$ cat src/verilog/tcc_pkg.sv
// constants, register map and carrier types for the timers with capture/compare
// Contract
// RULE_01: first timer counts up over 16 bits, wraps, sets overflow flag.
// RULE_02: first timer prescale code 00..11 divides input by 1, 2, 4, 8.
// RULE_03: clock-source bit zero makes first timer count the instruction clock.
// RULE_04: reading either first timer byte returns a coherent value.
// RULE_05: software stops first timer before writing its count bytes.
// RULE_06: oscillator-enable bit starts the crystal oscillator, kept running in sleep.
// RULE_07: special-event mode compare match clears the first timer count.
// RULE_08: special-event clear never sets the first timer overflow flag.
// RULE_09: a software write beats a special-event clear in the same cycle.
// RULE_10: software uses internal or synchronised counting with special-event clear.
// RULE_11: first timer count bytes survive every reset.
// RULE_12: first timer control clears on power-on or brown-out reset only.
// RULE_13: any write to a first timer byte clears its prescaler.
// RULE_14: second timer prescale: 00 by one, 01 by four, 1x by sixteen.
// RULE_15: second timer counts to its period, then returns to zero with a match.
// RULE_16: any reset clears second timer count and loads period with all ones.
// RULE_17: match pulses pass 4-bit postscaler; terminal count sets second timer flag.
// RULE_18: second timer counts only while its on bit is one.
// RULE_19: count or control writes and resets clear second timer pre/postscalers.
// RULE_20: second timer match pulse before postscaler is an output.
// RULE_21: mode 0000 turns the unit off and resets it; 11xx selects PWM (decoded as is_pwm here, but it drives no PWM output).
// RULE_22: capture modes 0100 fall, 0101 rise, 0110 4th rise, 0111 16th rise.
// RULE_23: compare 1000 drives high, 1001 low, 1010 flag only.
// RULE_24: capture copies full 16-bit count and sets the event flag.
// RULE_25: a new capture overwrites an unread captured value.
// RULE_26: software keeps the pin an input while capturing.
// RULE_27: external count and capture inputs are synchronised into edge pulses.
package tcc_pkg;
  // byte addresses (printed offsets are not word multiples: index * 4)
  localparam logic [7:0] IDX_INTCTL  = 8'h0b;
  localparam logic [7:0] IDX_FLAGS   = 8'h0c;
  localparam logic [7:0] IDX_T1LO    = 8'h0e;
  localparam logic [7:0] IDX_T1HI    = 8'h0f;
  localparam logic [7:0] IDX_T1CTL   = 8'h10;
  localparam logic [7:0] IDX_T2CNT   = 8'h11;
  localparam logic [7:0] IDX_T2CTL   = 8'h12;
  localparam logic [7:0] IDX_CCPLO   = 8'h15;
  localparam logic [7:0] IDX_CCPHI   = 8'h16;
  localparam logic [7:0] IDX_CCPCTL  = 8'h17;
  localparam logic [7:0] IDX_ENABLES = 8'h8c;
  localparam logic [7:0] IDX_T2PER   = 8'h92;
  localparam logic [7:0] IDX_RSTCTL  = 8'ha0;
  // reset values
  localparam logic [7:0] T1CTL_RST = 8'h00;
  localparam logic [7:0] T2PER_RST = 8'hff;
  // field positions
  localparam int T1_ON = 0;
  localparam int T1_CS = 1;
  localparam int T1_NOSYNC = 2;
  localparam int T1_OSCEN = 3;
  localparam int T2_ON = 2;
  localparam int FL_T1 = 0;
  localparam int FL_T2 = 1;
  localparam int FL_CCP = 2;
  // ccp mode codes
  localparam logic [3:0] M_OFF  = 4'h0;
  localparam logic [3:0] M_CFAL = 4'h4;
  localparam logic [3:0] M_CRIS = 4'h5;
  localparam logic [3:0] M_C4   = 4'h6;
  localparam logic [3:0] M_C16  = 4'h7;
  localparam logic [3:0] M_SET  = 4'h8;
  localparam logic [3:0] M_CLR  = 4'h9;
  localparam logic [3:0] M_SW   = 4'ha;
  localparam logic [3:0] M_SPEC = 4'hb;
  localparam int CLK_MHZ = 100;
  localparam int INSTR_DIV = 4;
  localparam logic [1:0] INSTR_LAST = 2'(INSTR_DIV - 1);
  typedef struct packed {
    logic       cyc;
    logic       stb;
    logic       we;
    logic [9:0] adr;
    logic [3:0] sel;
    logic [31:0] dat;
  } tcc_wb_req_s;
  typedef struct packed {
    logic       ack;
    logic [31:0] dat;
  } tcc_wb_rsp_s;
endpackage : tcc_pkg

$ cat src/verilog/tcc_top.sv
// two timers with capture/compare unit behind a wishbone slave
//
// Chosen here: the Wishbone slave port.
`timescale 1ns/100ps
`default_nettype none
module tcc_top (
  input  wire logic             sys_clk,
  input  wire logic             rstn,
  input  wire logic             por_n,
  input  wire tcc_pkg::tcc_wb_req_s wb_req,
  output tcc_pkg::tcc_wb_rsp_s  wb_rsp,
  input  wire logic             t1_ext_clk,
  input  wire logic             ccp_pin_in,
  output logic                  ccp_pin_out,
  output logic                  ccp_pin_oe,
  output logic                  crystal_osc_enable,
  output logic                  t2_match_pulse,
  output logic                  irq_out
);
  import tcc_pkg::*;

  logic [7:0] t1_count_reg, intc_reg, flags_reg, en_reg, t1ctl_reg;
  logic [7:0] t2cnt_reg, t2ctl_reg, t2per_reg, ccpctl_reg;
  logic [15:0] ccp_value_reg;
  logic [7:0] t1hi_reg;
  logic [2:0] t1pre_reg;
  logic [3:0] t2pre_reg, t2post_reg, ccppre_reg;
  logic [1:0] instr_div_reg;
  logic [2:0] ext_sync_reg, pin_sync_reg;
  logic       ack_reg, cmp_out_reg, match_seen_reg;
  logic [31:0] rd_reg;

  // bus decode
  wire       bus_req = wb_req.cyc & wb_req.stb & ~ack_reg;
  wire [7:0] idx     = wb_req.adr[9:2];
  // writes land at the edge where the master samples ack high
  wire       wr      = wb_req.cyc & wb_req.stb & ack_reg & wb_req.we
                       & wb_req.sel[0];
  wire [7:0] wd      = wb_req.dat[7:0];
  wire wr_t1lo = wr & (idx == IDX_T1LO);
  wire wr_t1hi = wr & (idx == IDX_T1HI);
  wire wr_t1   = wr_t1lo | wr_t1hi;
  wire wr_t2c  = wr & (idx == IDX_T2CNT);
  wire wr_t2k  = wr & (idx == IDX_T2CTL);
  wire wr_ccpl = wr & (idx == IDX_CCPLO);
  wire wr_ccph = wr & (idx == IDX_CCPHI);
  wire wr_ccpk = wr & (idx == IDX_CCPCTL);
  wire wr_flag = wr & (idx == IDX_FLAGS);

  // instruction-clock enable, oscillator / 4
  wire instr_en = (instr_div_reg == INSTR_LAST); // RULE_03

  // pin edges after three stages; stages two and three compared
  wire ext_rise = ext_sync_reg[1] & ~ext_sync_reg[2];  // RULE_27
  wire pin_rise = pin_sync_reg[1] & ~pin_sync_reg[2];  // RULE_27
  wire pin_fall = ~pin_sync_reg[1] & pin_sync_reg[2];  // RULE_27

  // first timer input select and prescale
  wire t1_src = t1ctl_reg[T1_CS] ? ext_rise : instr_en;       // RULE_03
  wire t1_tick_in = t1ctl_reg[T1_ON] & t1_src;
  wire [1:0] t1ps = t1ctl_reg[5:4];
  wire t1_pre_done = (t1pre_reg == 3'((1 << t1ps) - 1));      // RULE_02
  wire t1_inc = t1_tick_in & t1_pre_done;
  wire t1_wrap = t1_inc & (t1_count_reg == 8'hff) & (t1hi_reg == 8'hff);
  wire [15:0] t1_full = {t1hi_reg, t1_count_reg};

  // ccp mode decode
  wire [3:0] mode = ccpctl_reg[3:0];
  wire is_capture = (mode[3:2] == 2'b01);                      // RULE_22
  wire is_compare = (mode[3:2] == 2'b10);                      // RULE_23
  wire is_pwm     = (mode[3:2] == 2'b11);                      // RULE_21
  wire [3:0] cap_div = (mode == M_C16) ? 4'hf :
                       (mode == M_C4) ? 4'h3 : 4'h0;
  wire cap_edge = (mode == M_CFAL) ? pin_fall : pin_rise;      // RULE_22
  wire cap_evt = is_capture & cap_edge & (ccppre_reg == cap_div);
  wire cmp_hit = is_compare & (t1_full == ccp_value_reg);
  wire cmp_evt = cmp_hit & ~match_seen_reg;
  wire spec_rst = cmp_evt & (mode == M_SPEC);                  // RULE_07

  // second timer
  wire [3:0] t2_div = t2ctl_reg[1] ? 4'hf :
                      t2ctl_reg[0] ? 4'h3 : 4'h0;              // RULE_14
  wire t2_tick = t2ctl_reg[T2_ON] & instr_en;                  // RULE_18
  wire t2_inc = t2_tick & (t2pre_reg == t2_div);
  wire t2_match = t2_inc & (t2cnt_reg == t2per_reg);           // RULE_15
  wire t2_post_done = t2_match & (t2post_reg == t2ctl_reg[6:3]); // RULE_17

  // read mux; both bytes are in sys_clk domain so reads are coherent
  logic [7:0] rd_byte;
  always_comb begin
    case (idx)
      IDX_INTCTL:  rd_byte = intc_reg;
      IDX_FLAGS:   rd_byte = {5'h00, flags_reg[2:0]};
      IDX_T1LO:    rd_byte = t1_count_reg;                     // RULE_04
      IDX_T1HI:    rd_byte = t1hi_reg;                         // RULE_04
      IDX_T1CTL:   rd_byte = {2'b00, t1ctl_reg[5:0]};
      IDX_T2CNT:   rd_byte = t2cnt_reg;
      IDX_T2CTL:   rd_byte = {1'b0, t2ctl_reg[6:0]};
      IDX_CCPLO:   rd_byte = ccp_value_reg[7:0];
      IDX_CCPHI:   rd_byte = ccp_value_reg[15:8];
      IDX_CCPCTL:  rd_byte = {2'b00, ccpctl_reg[5:0]};
      IDX_ENABLES: rd_byte = {5'h00, en_reg[2:0]};
      IDX_T2PER:   rd_byte = t2per_reg;
      default:     rd_byte = 8'h00;
    endcase
  end

  // bus answer one cycle after request
  always_ff @(posedge sys_clk) begin
    if (!rstn) begin
      ack_reg <= 1'b0;
      rd_reg  <= 32'h0;
    end else begin
      ack_reg <= bus_req;
      rd_reg  <= {24'h0, rd_byte};
    end
  end

  // synchronisers and instruction divider
  always_ff @(posedge sys_clk) begin
    if (!rstn) begin
      ext_sync_reg  <= 3'h0;
      pin_sync_reg  <= 3'h0;
      instr_div_reg <= 2'h0;
    end else begin
      ext_sync_reg  <= {ext_sync_reg[1:0], t1_ext_clk};
      pin_sync_reg  <= {pin_sync_reg[1:0], ccp_pin_in};
      instr_div_reg <= instr_div_reg + 2'h1;
    end
  end

  // first timer control: only power-on/brown-out clears it
  always_ff @(posedge sys_clk) begin
    if (!por_n) t1ctl_reg <= T1CTL_RST;                        // RULE_12
    else if (wr & (idx == IDX_T1CTL)) t1ctl_reg <= {2'b00, wd[5:0]};
  end

  // first timer count: no reset at all
  always_ff @(posedge sys_clk) begin
    if (wr_t1lo) t1_count_reg <= wd;                           // RULE_09
    else if (spec_rst) t1_count_reg <= 8'h00;                  // RULE_07
    else if (t1_inc) t1_count_reg <= t1_count_reg + 8'h01;     // RULE_01
    if (wr_t1hi) t1hi_reg <= wd;                               // RULE_09
    else if (spec_rst & ~wr_t1lo) t1hi_reg <= 8'h00;           // RULE_07
    else if (t1_inc & (t1_count_reg == 8'hff))
      t1hi_reg <= t1hi_reg + 8'h01;
  end

  // first timer prescaler
  always_ff @(posedge sys_clk) begin
    if (!rstn | wr_t1) t1pre_reg <= 3'h0;                      // RULE_13
    else if (t1_tick_in) t1pre_reg <= t1_pre_done ? 3'h0 : t1pre_reg + 3'h1;
  end

  // second timer count, period, scalers
  always_ff @(posedge sys_clk) begin
    if (!rstn) begin
      t2cnt_reg  <= 8'h00;                                     // RULE_16
      t2per_reg  <= T2PER_RST;                                 // RULE_16
      t2ctl_reg  <= 8'h00;
      t2pre_reg  <= 4'h0;
      t2post_reg <= 4'h0;
    end else begin
      if (wr & (idx == IDX_T2PER)) t2per_reg <= wd;
      if (wr_t2k) t2ctl_reg <= {1'b0, wd[6:0]};
      if (wr_t2c) t2cnt_reg <= wd;
      else if (t2_inc & ~wr_t2k)                               // RULE_19
        t2cnt_reg <= t2_match ? 8'h00 : t2cnt_reg + 8'h01;
      if (wr_t2c | wr_t2k) begin
        t2pre_reg  <= 4'h0;                                    // RULE_19
        t2post_reg <= 4'h0;                                    // RULE_19
      end else begin
        if (t2_tick) t2pre_reg <= (t2pre_reg == t2_div) ? 4'h0
                                                        : t2pre_reg + 4'h1;
        if (t2_match) t2post_reg <= t2_post_done ? 4'h0 : t2post_reg + 4'h1;
      end
    end
  end

  // ccp control, capture prescaler, compare latch
  always_ff @(posedge sys_clk) begin
    if (!rstn) begin
      ccpctl_reg     <= 8'h00;
      ccppre_reg     <= 4'h0;
      cmp_out_reg    <= 1'b0;
      match_seen_reg <= 1'b0;
    end else begin
      if (wr_ccpk) ccpctl_reg <= {2'b00, wd[5:0]};
      match_seen_reg <= cmp_hit;
      if (!is_capture | (mode == M_OFF)) ccppre_reg <= 4'h0;   // RULE_21
      else if (cap_edge)
        ccppre_reg <= (ccppre_reg == cap_div) ? 4'h0 : ccppre_reg + 4'h1;
      if (mode == M_OFF) cmp_out_reg <= 1'b0;                  // RULE_21
      else if (cmp_evt & (mode == M_SET)) cmp_out_reg <= 1'b1; // RULE_23
      else if (cmp_evt & (mode == M_CLR)) cmp_out_reg <= 1'b0; // RULE_23
    end
  end

  // ccp value: capture overwrites any unread value
  always_ff @(posedge sys_clk) begin
    if (cap_evt) ccp_value_reg <= t1_full;                     // RULE_25
    else begin
      if (wr_ccpl) ccp_value_reg[7:0] <= wd;
      if (wr_ccph) ccp_value_reg[15:8] <= wd;
    end
  end

  // flags: hardware set wins over software clear
  wire [2:0] flag_set = {cap_evt | cmp_evt,                    // RULE_24
                         t2_post_done,                         // RULE_17
                         t1_wrap & ~spec_rst};                 // RULE_08
  always_ff @(posedge sys_clk) begin
    if (!rstn) begin
      flags_reg <= 8'h00;
      en_reg    <= 8'h00;
      intc_reg  <= 8'h00;
    end else begin
      flags_reg <= {5'h00, (wr_flag ? wd[2:0] : flags_reg[2:0]) | flag_set};
      if (wr & (idx == IDX_ENABLES)) en_reg <= {5'h00, wd[2:0]};
      if (wr & (idx == IDX_INTCTL)) intc_reg <= wd;
    end
  end

  // outputs
  assign wb_rsp.ack = ack_reg;
  assign wb_rsp.dat = rd_reg;
  assign ccp_pin_out = cmp_out_reg;
  assign ccp_pin_oe  = is_compare & (mode != M_SW) & (mode != M_SPEC);
  assign crystal_osc_enable = t1ctl_reg[T1_OSCEN];             // RULE_06
  assign t2_match_pulse = t2_match;                            // RULE_20
  assign irq_out = intc_reg[7] & intc_reg[6] & |(flags_reg[2:0] & en_reg[2:0]);

  // checks
  a_spec_no_flag: assert property (@(posedge sys_clk) disable iff (!rstn)
    spec_rst |=> !flags_reg[FL_T1] || $past(flags_reg[FL_T1]))
    else $error("special clear set overflow flag"); // RULE_08
  a_write_beats_spec: assert property (@(posedge sys_clk) disable iff (!rstn)
    (spec_rst && wr_t1lo) |=> t1_count_reg == $past(wd))
    else $error("write lost to special clear"); // RULE_09
  a_capture_copy: assert property (@(posedge sys_clk) disable iff (!rstn)
    cap_evt |=> ccp_value_reg == $past(t1_full) && flags_reg[FL_CCP])
    else $error("capture did not copy count"); // RULE_24
  a_t2_wrap: assert property (@(posedge sys_clk) disable iff (!rstn)
    t2_match && !wr_t2c |=> t2cnt_reg == 8'h00)
    else $error("second timer did not wrap"); // RULE_15
  a_t2_off_hold: assert property (@(posedge sys_clk) disable iff (!rstn)
    !t2ctl_reg[T2_ON] && !wr_t2c |=> $stable(t2cnt_reg))
    else $error("second timer moved while off"); // RULE_18
  a_t2_ctl_clr: assert property (@(posedge sys_clk) disable iff (!rstn)
    wr_t2k |=> t2pre_reg == 4'h0 && t2post_reg == 4'h0 && $stable(t2cnt_reg))
    else $error("control write mishandled scalers"); // RULE_19
  a_t1_pre_clr: assert property (@(posedge sys_clk) disable iff (!rstn)
    wr_t1 |=> t1pre_reg == 3'h0)
    else $error("prescaler not cleared on count write"); // RULE_13
  a_cmp_high: assert property (@(posedge sys_clk) disable iff (!rstn)
    cmp_evt && mode == M_SET && !wr_ccpk |=> ccp_pin_out)
    else $error("compare set failed"); // RULE_23
  a_ccp_off: assert property (@(posedge sys_clk) disable iff (!rstn)
    mode == M_OFF |=> !ccp_pin_out && ccppre_reg == 4'h0)
    else $error("ccp off did not reset"); // RULE_21
  a_t1_wrap_flag: assert property (@(posedge sys_clk) disable iff (!rstn)
    t1_wrap && !spec_rst && !wr_t1 |=> t1_full == 16'h0 && flags_reg[FL_T1])
    else $error("first timer wrap wrong"); // RULE_01
endmodule : tcc_top
`default_nettype wire

$ cat config.mk
export PLATFORM = sky130hd
export DESIGN_NAME = tcc_top
export DESIGN_NICKNAME = d
export VERILOG_FILES = /design/src/verilog/tcc_pkg.sv /design/src/verilog/tcc_top.sv
export SDC_FILE = /design/constraint.sdc
export NUM_CORES = 1
export LEC_CHECK = 0
export BUFFER_PORTS_ARGS = -buffer_cell sky130_fd_sc_hd__buf_4
export CELL_PAD_IN_SITES_DETAIL_PLACEMENT = 1
export CELL_PAD_IN_SITES_GLOBAL_PLACEMENT = 1
export CORE_MARGIN = 2
export CORE_UTILIZATION = 48
export CTS_CLUSTER_SIZE = 40
export DETAILED_ROUTE_END_ITERATION = 6
export PLACE_DENSITY = 0.91
export SLEW_MARGIN = 40
export SYNTH_ARGS = -nofsm -noshare
export SYNTH_HDL_FRONTEND = slang
export SYNTH_SLANG_ARGS = --single-unit
export TNS_END_PERCENT = 30
$ cat constraint.sdc
create_clock -name sys_clk -period 7 [get_ports sys_clk]
set_clock_uncertainty 0.1 [all_clocks]
set_input_delay 1.4 -clock sys_clk [delete_from_list [all_inputs] [get_ports sys_clk]]
set_output_delay 1.4 -clock sys_clk [all_outputs]
set_load 0.03 [all_outputs]
==> run summary <==
In this run the worst path has a maximum fanout of 13. For the number of antenna violations at the first check in global routing, the log shows 0. The tools report the initial cell density of the core as 48.48%. The worst path arrival time came out at 2560 ps. STA classifies the critical path startpoint as a flip-flop.

The count of flip-flops with a built-in enable after synthesis works out to 32. The mapped netlist covers 0.006651 mm2. The floorplan step set the die width to 121.7 um.

Worst-case setup slack after placement: 3203 ps. Sequential cells were found to cover 39.43% of the synthesized design area. The tools report the global-route usage over all layers as 31.68%.

The clock slew at the register clock pins of the worst setup and hold paths came out at 60 ps. For the post-route antenna net violation count, the log shows 0. For the count of different cell masters after synthesis, the log shows 69. In this run, the number of DRC markers left after iteration 0 of detailed routing was 705. The global placement routability congestion is 0.9734, and the via count of the first global-routing pass is 6185.

At the end of the flow, the number of nets in the layout was 799. The count of TritonRoute iterations in the first routing pass came out at 5. The worst hold path belongs to the class reg -> reg.

The post-synthesis to final-layout area growth was 14.05%. TritonCTS built the clock tree. Derived from the worst setup path, the maximum achievable clock frequency is 0.2463 GHz. The register bit count reported by yosys was 115.

STA puts the critical path data required time at 5500 ps. During synthesis, Yosys emitted a total of 0 warnings. For this run, design rule violations remaining after detail routing come to 0. The per-cell routed wire length is 24.47 um. Wire length of the first global-routing pass: 35070 um. The total power per unit cell area was 221.7 mW/mm2; the proportion of register bits with asynchronous set or reset after synthesis was 0%.

The number of hold buffers added after CTS was 0. In this run the tool buffered the top-level ports with 38 buffer cells. For the core box area, the log shows 0.01372 mm2.

The most used flip-flop cell after synthesis is dfxtp_1. The clock latency on the worst-skew pair came out at 430 ps. The number of setup buffers added after CTS is 0. Across all setup checks in the final design, the least slack found is 2940 ps. The tools report the number of pins with negative max-slew slack in the final report as 0.

The number of buffers on the longest clock path was 2. The run gives 22750 um as the wire length after detailed routing. The tree built by TritonCTS fans out to 115 sinks. The flow ran to the end, and the final reports show no timing, DRC or antenna violations. The number of buffers inserted during clock tree synthesis was 17. VDD sags by at most 0.1585 mV. Ratio of cells with drive above 1 in the final layout: 14.67%. For the finished layout, the period the worst path requires is 4060 ps. The period utilization works out to 58.00%.

The repair_antennas step left the layout with diodes totalling 0. Count of endpoints failing hold in the final timing report: 0. The number of gates resized after CTS was 0. At the pin with the least slew margin, the transition time is 866.5 ps.

The die covers 0.01481 mm2. The worst setup path is captured at an output port. Setup repair after global routing left no endpoint under its margin. For the global route total overflow, the log shows 0. The worst setup path is of the reg -> out kind. In this run the count of I/O pins placed on the die edge is 92.

Each instance of the synthesized netlist takes up on average 9.251 um2. Adding up every negative setup slack in the final design gives 0 ps. Count of vias placed by the detailed router: 5971.

The register with the most flip-flops in the layout has 16 of them. Setup violations remaining at the end of the flow were counted as 0. Entering global routing, the biggest net connects 39 pins. The cell at the root of the clock tree is clkbuf_16.

The number of vias per cell after detailed routing was 6.420. The tools report the maximum level of the CTS H-tree as 4. The remaining max-slew budget at the tightest pin is 41.92%, and the die height is 121.7 um. The detailed-placement wirelength estimate was 15560 um; the count of mapped cells out of synthesis was 719. The floorplan has 43 rows. Max-cap violations in this run came to 0.

The analysis attributes to cell leakage a power of 2.702 nW.
## layout by cell type, fill, tap and decap left out, types with 5 or more instances in the layout
cell type and n:
and3_1 16, a22o_1 5, mux2i_1 49, buf_4 45
dfxtp_1 83, a21oi_1 31, nor3_1 14, edfxtp_1 32
o21ai_0 15, a31oi_1 11, or3_1 7, and2_1 15
nand2_1 58, mux2_1 10, a22oi_1 6, nand3_1 30
nor2_1 54, inv_1 6, clkbuf_8 5, o31ai_1 9
o22ai_1 6, conb_1 24, ha_1 8, a221oi_1 6
nand4_1 10, xnor2_1 18, nor2b_1 21, xor2_1 30
clkbuf_16 18, nor4_1 6, nand4b_1 5, mux2_2 15
## metrics by stage
step,cell area [um2],hold slack (ps),power (mW),std cells,util (%)
floorplan,6738,299.2,0.7655,742,-
global placement,6937,305.6,0.7834,897,50.56
detailed placement,6955,323.4,0.7874,897,50.70
CTS,7571,331.3,1.683,929,55.18
global route,7586,351.7,1.721,930,55.29
finish,7586,331.1,1.682,930,55.29
## logic make-up after synthesis
kind of cell	synth area share [%]
AO/OA/AOI/OAI	13.07
XOR/XNOR	6.320
adder cells (fa/ha/maj)	1.505
buffers and inverters	5.963
flip-flops	39.43
multiplexers	11.61
other	0.05638
AND/OR/NAND/NOR	22.05
## routing by layer
layer	global-route usage [%]	wire [um]
met4	15.16	912
met3	6.835	1646
met5	0	0
met2	51.51	10890
met1	40.15	9303
## Yosys cell counts (7+ instances only)
library cell | n | share of area (%)
nand2_1 | 58 | 3.3
nor3_1 | 15 | 1.1
dfxtp_1 | 83 | 25
xor2_1 | 30 | 4.0
a21oi_1 | 31 | 2.3
inv_1 | 7 | 0.40
nor2_1 | 54 | 3.0
o21ai_0 | 15 | 1.1
and3_1 | 16 | 1.5
nor4_1 | 7 | 0.66
a31oi_1 | 11 | 1.0
or3_1 | 7 | 0.66
edfxtp_1 | 32 | 14
o31ai_1 | 9 | 1.0
buf_4 | 26 | 2.9
and2_1 | 15 | 1.4
nand3_1 | 30 | 2.3
nor2b_1 | 22 | 2.1
xnor2_1 | 18 | 2.4
nand4_1 | 10 | 0.94
mux2i_1 | 49 | 7.4
clkbuf_1 | 32 | 1.8
mux2_2 | 15 | 2.5
mux2_1 | 10 | 1.7
ha_1 | 8 | 1.5
## power breakdown
part           leakage (nW)  switching, mW  internal, mW
Sequential            0.916        0.00115         0.685
Combinational          1.47         0.0653        0.0252
Clock                 0.312          0.316         0.590
Total                  2.70          0.382          1.30
## critical path, stage by stage (launching register included)
cell and delay, ps:
dfxtp_1 380, or4_1 580, a221oi_4 360, nand3_1 480
inv_1 160, buf_4 180
## cell type report
type,instances,area (um2)
sequential,115,2623
clock buffer,24,523.0
inverter,7,26.28
multi-input combinational,551,3759
tap,180,225.2
timing repair buffer,45,337.8
fill,1588,6133
clock inverter,8,92.59
## final timing paths
path                           end             start  slack (ps)  depth (start not counted)
setup reg to reg  ccp_value_reg[2]     ccpctl_reg[3]        4040                          6
hold reg to reg   instr_div_reg[0]  instr_div_reg[0]         330                          1
setup / recovery    t2_match_pulse      t2ctl_reg[1]        2940                          5
hold / removal    instr_div_reg[0]  instr_div_reg[0]         330                          1
No activity file was read; power rests on OpenSTA's default activity.
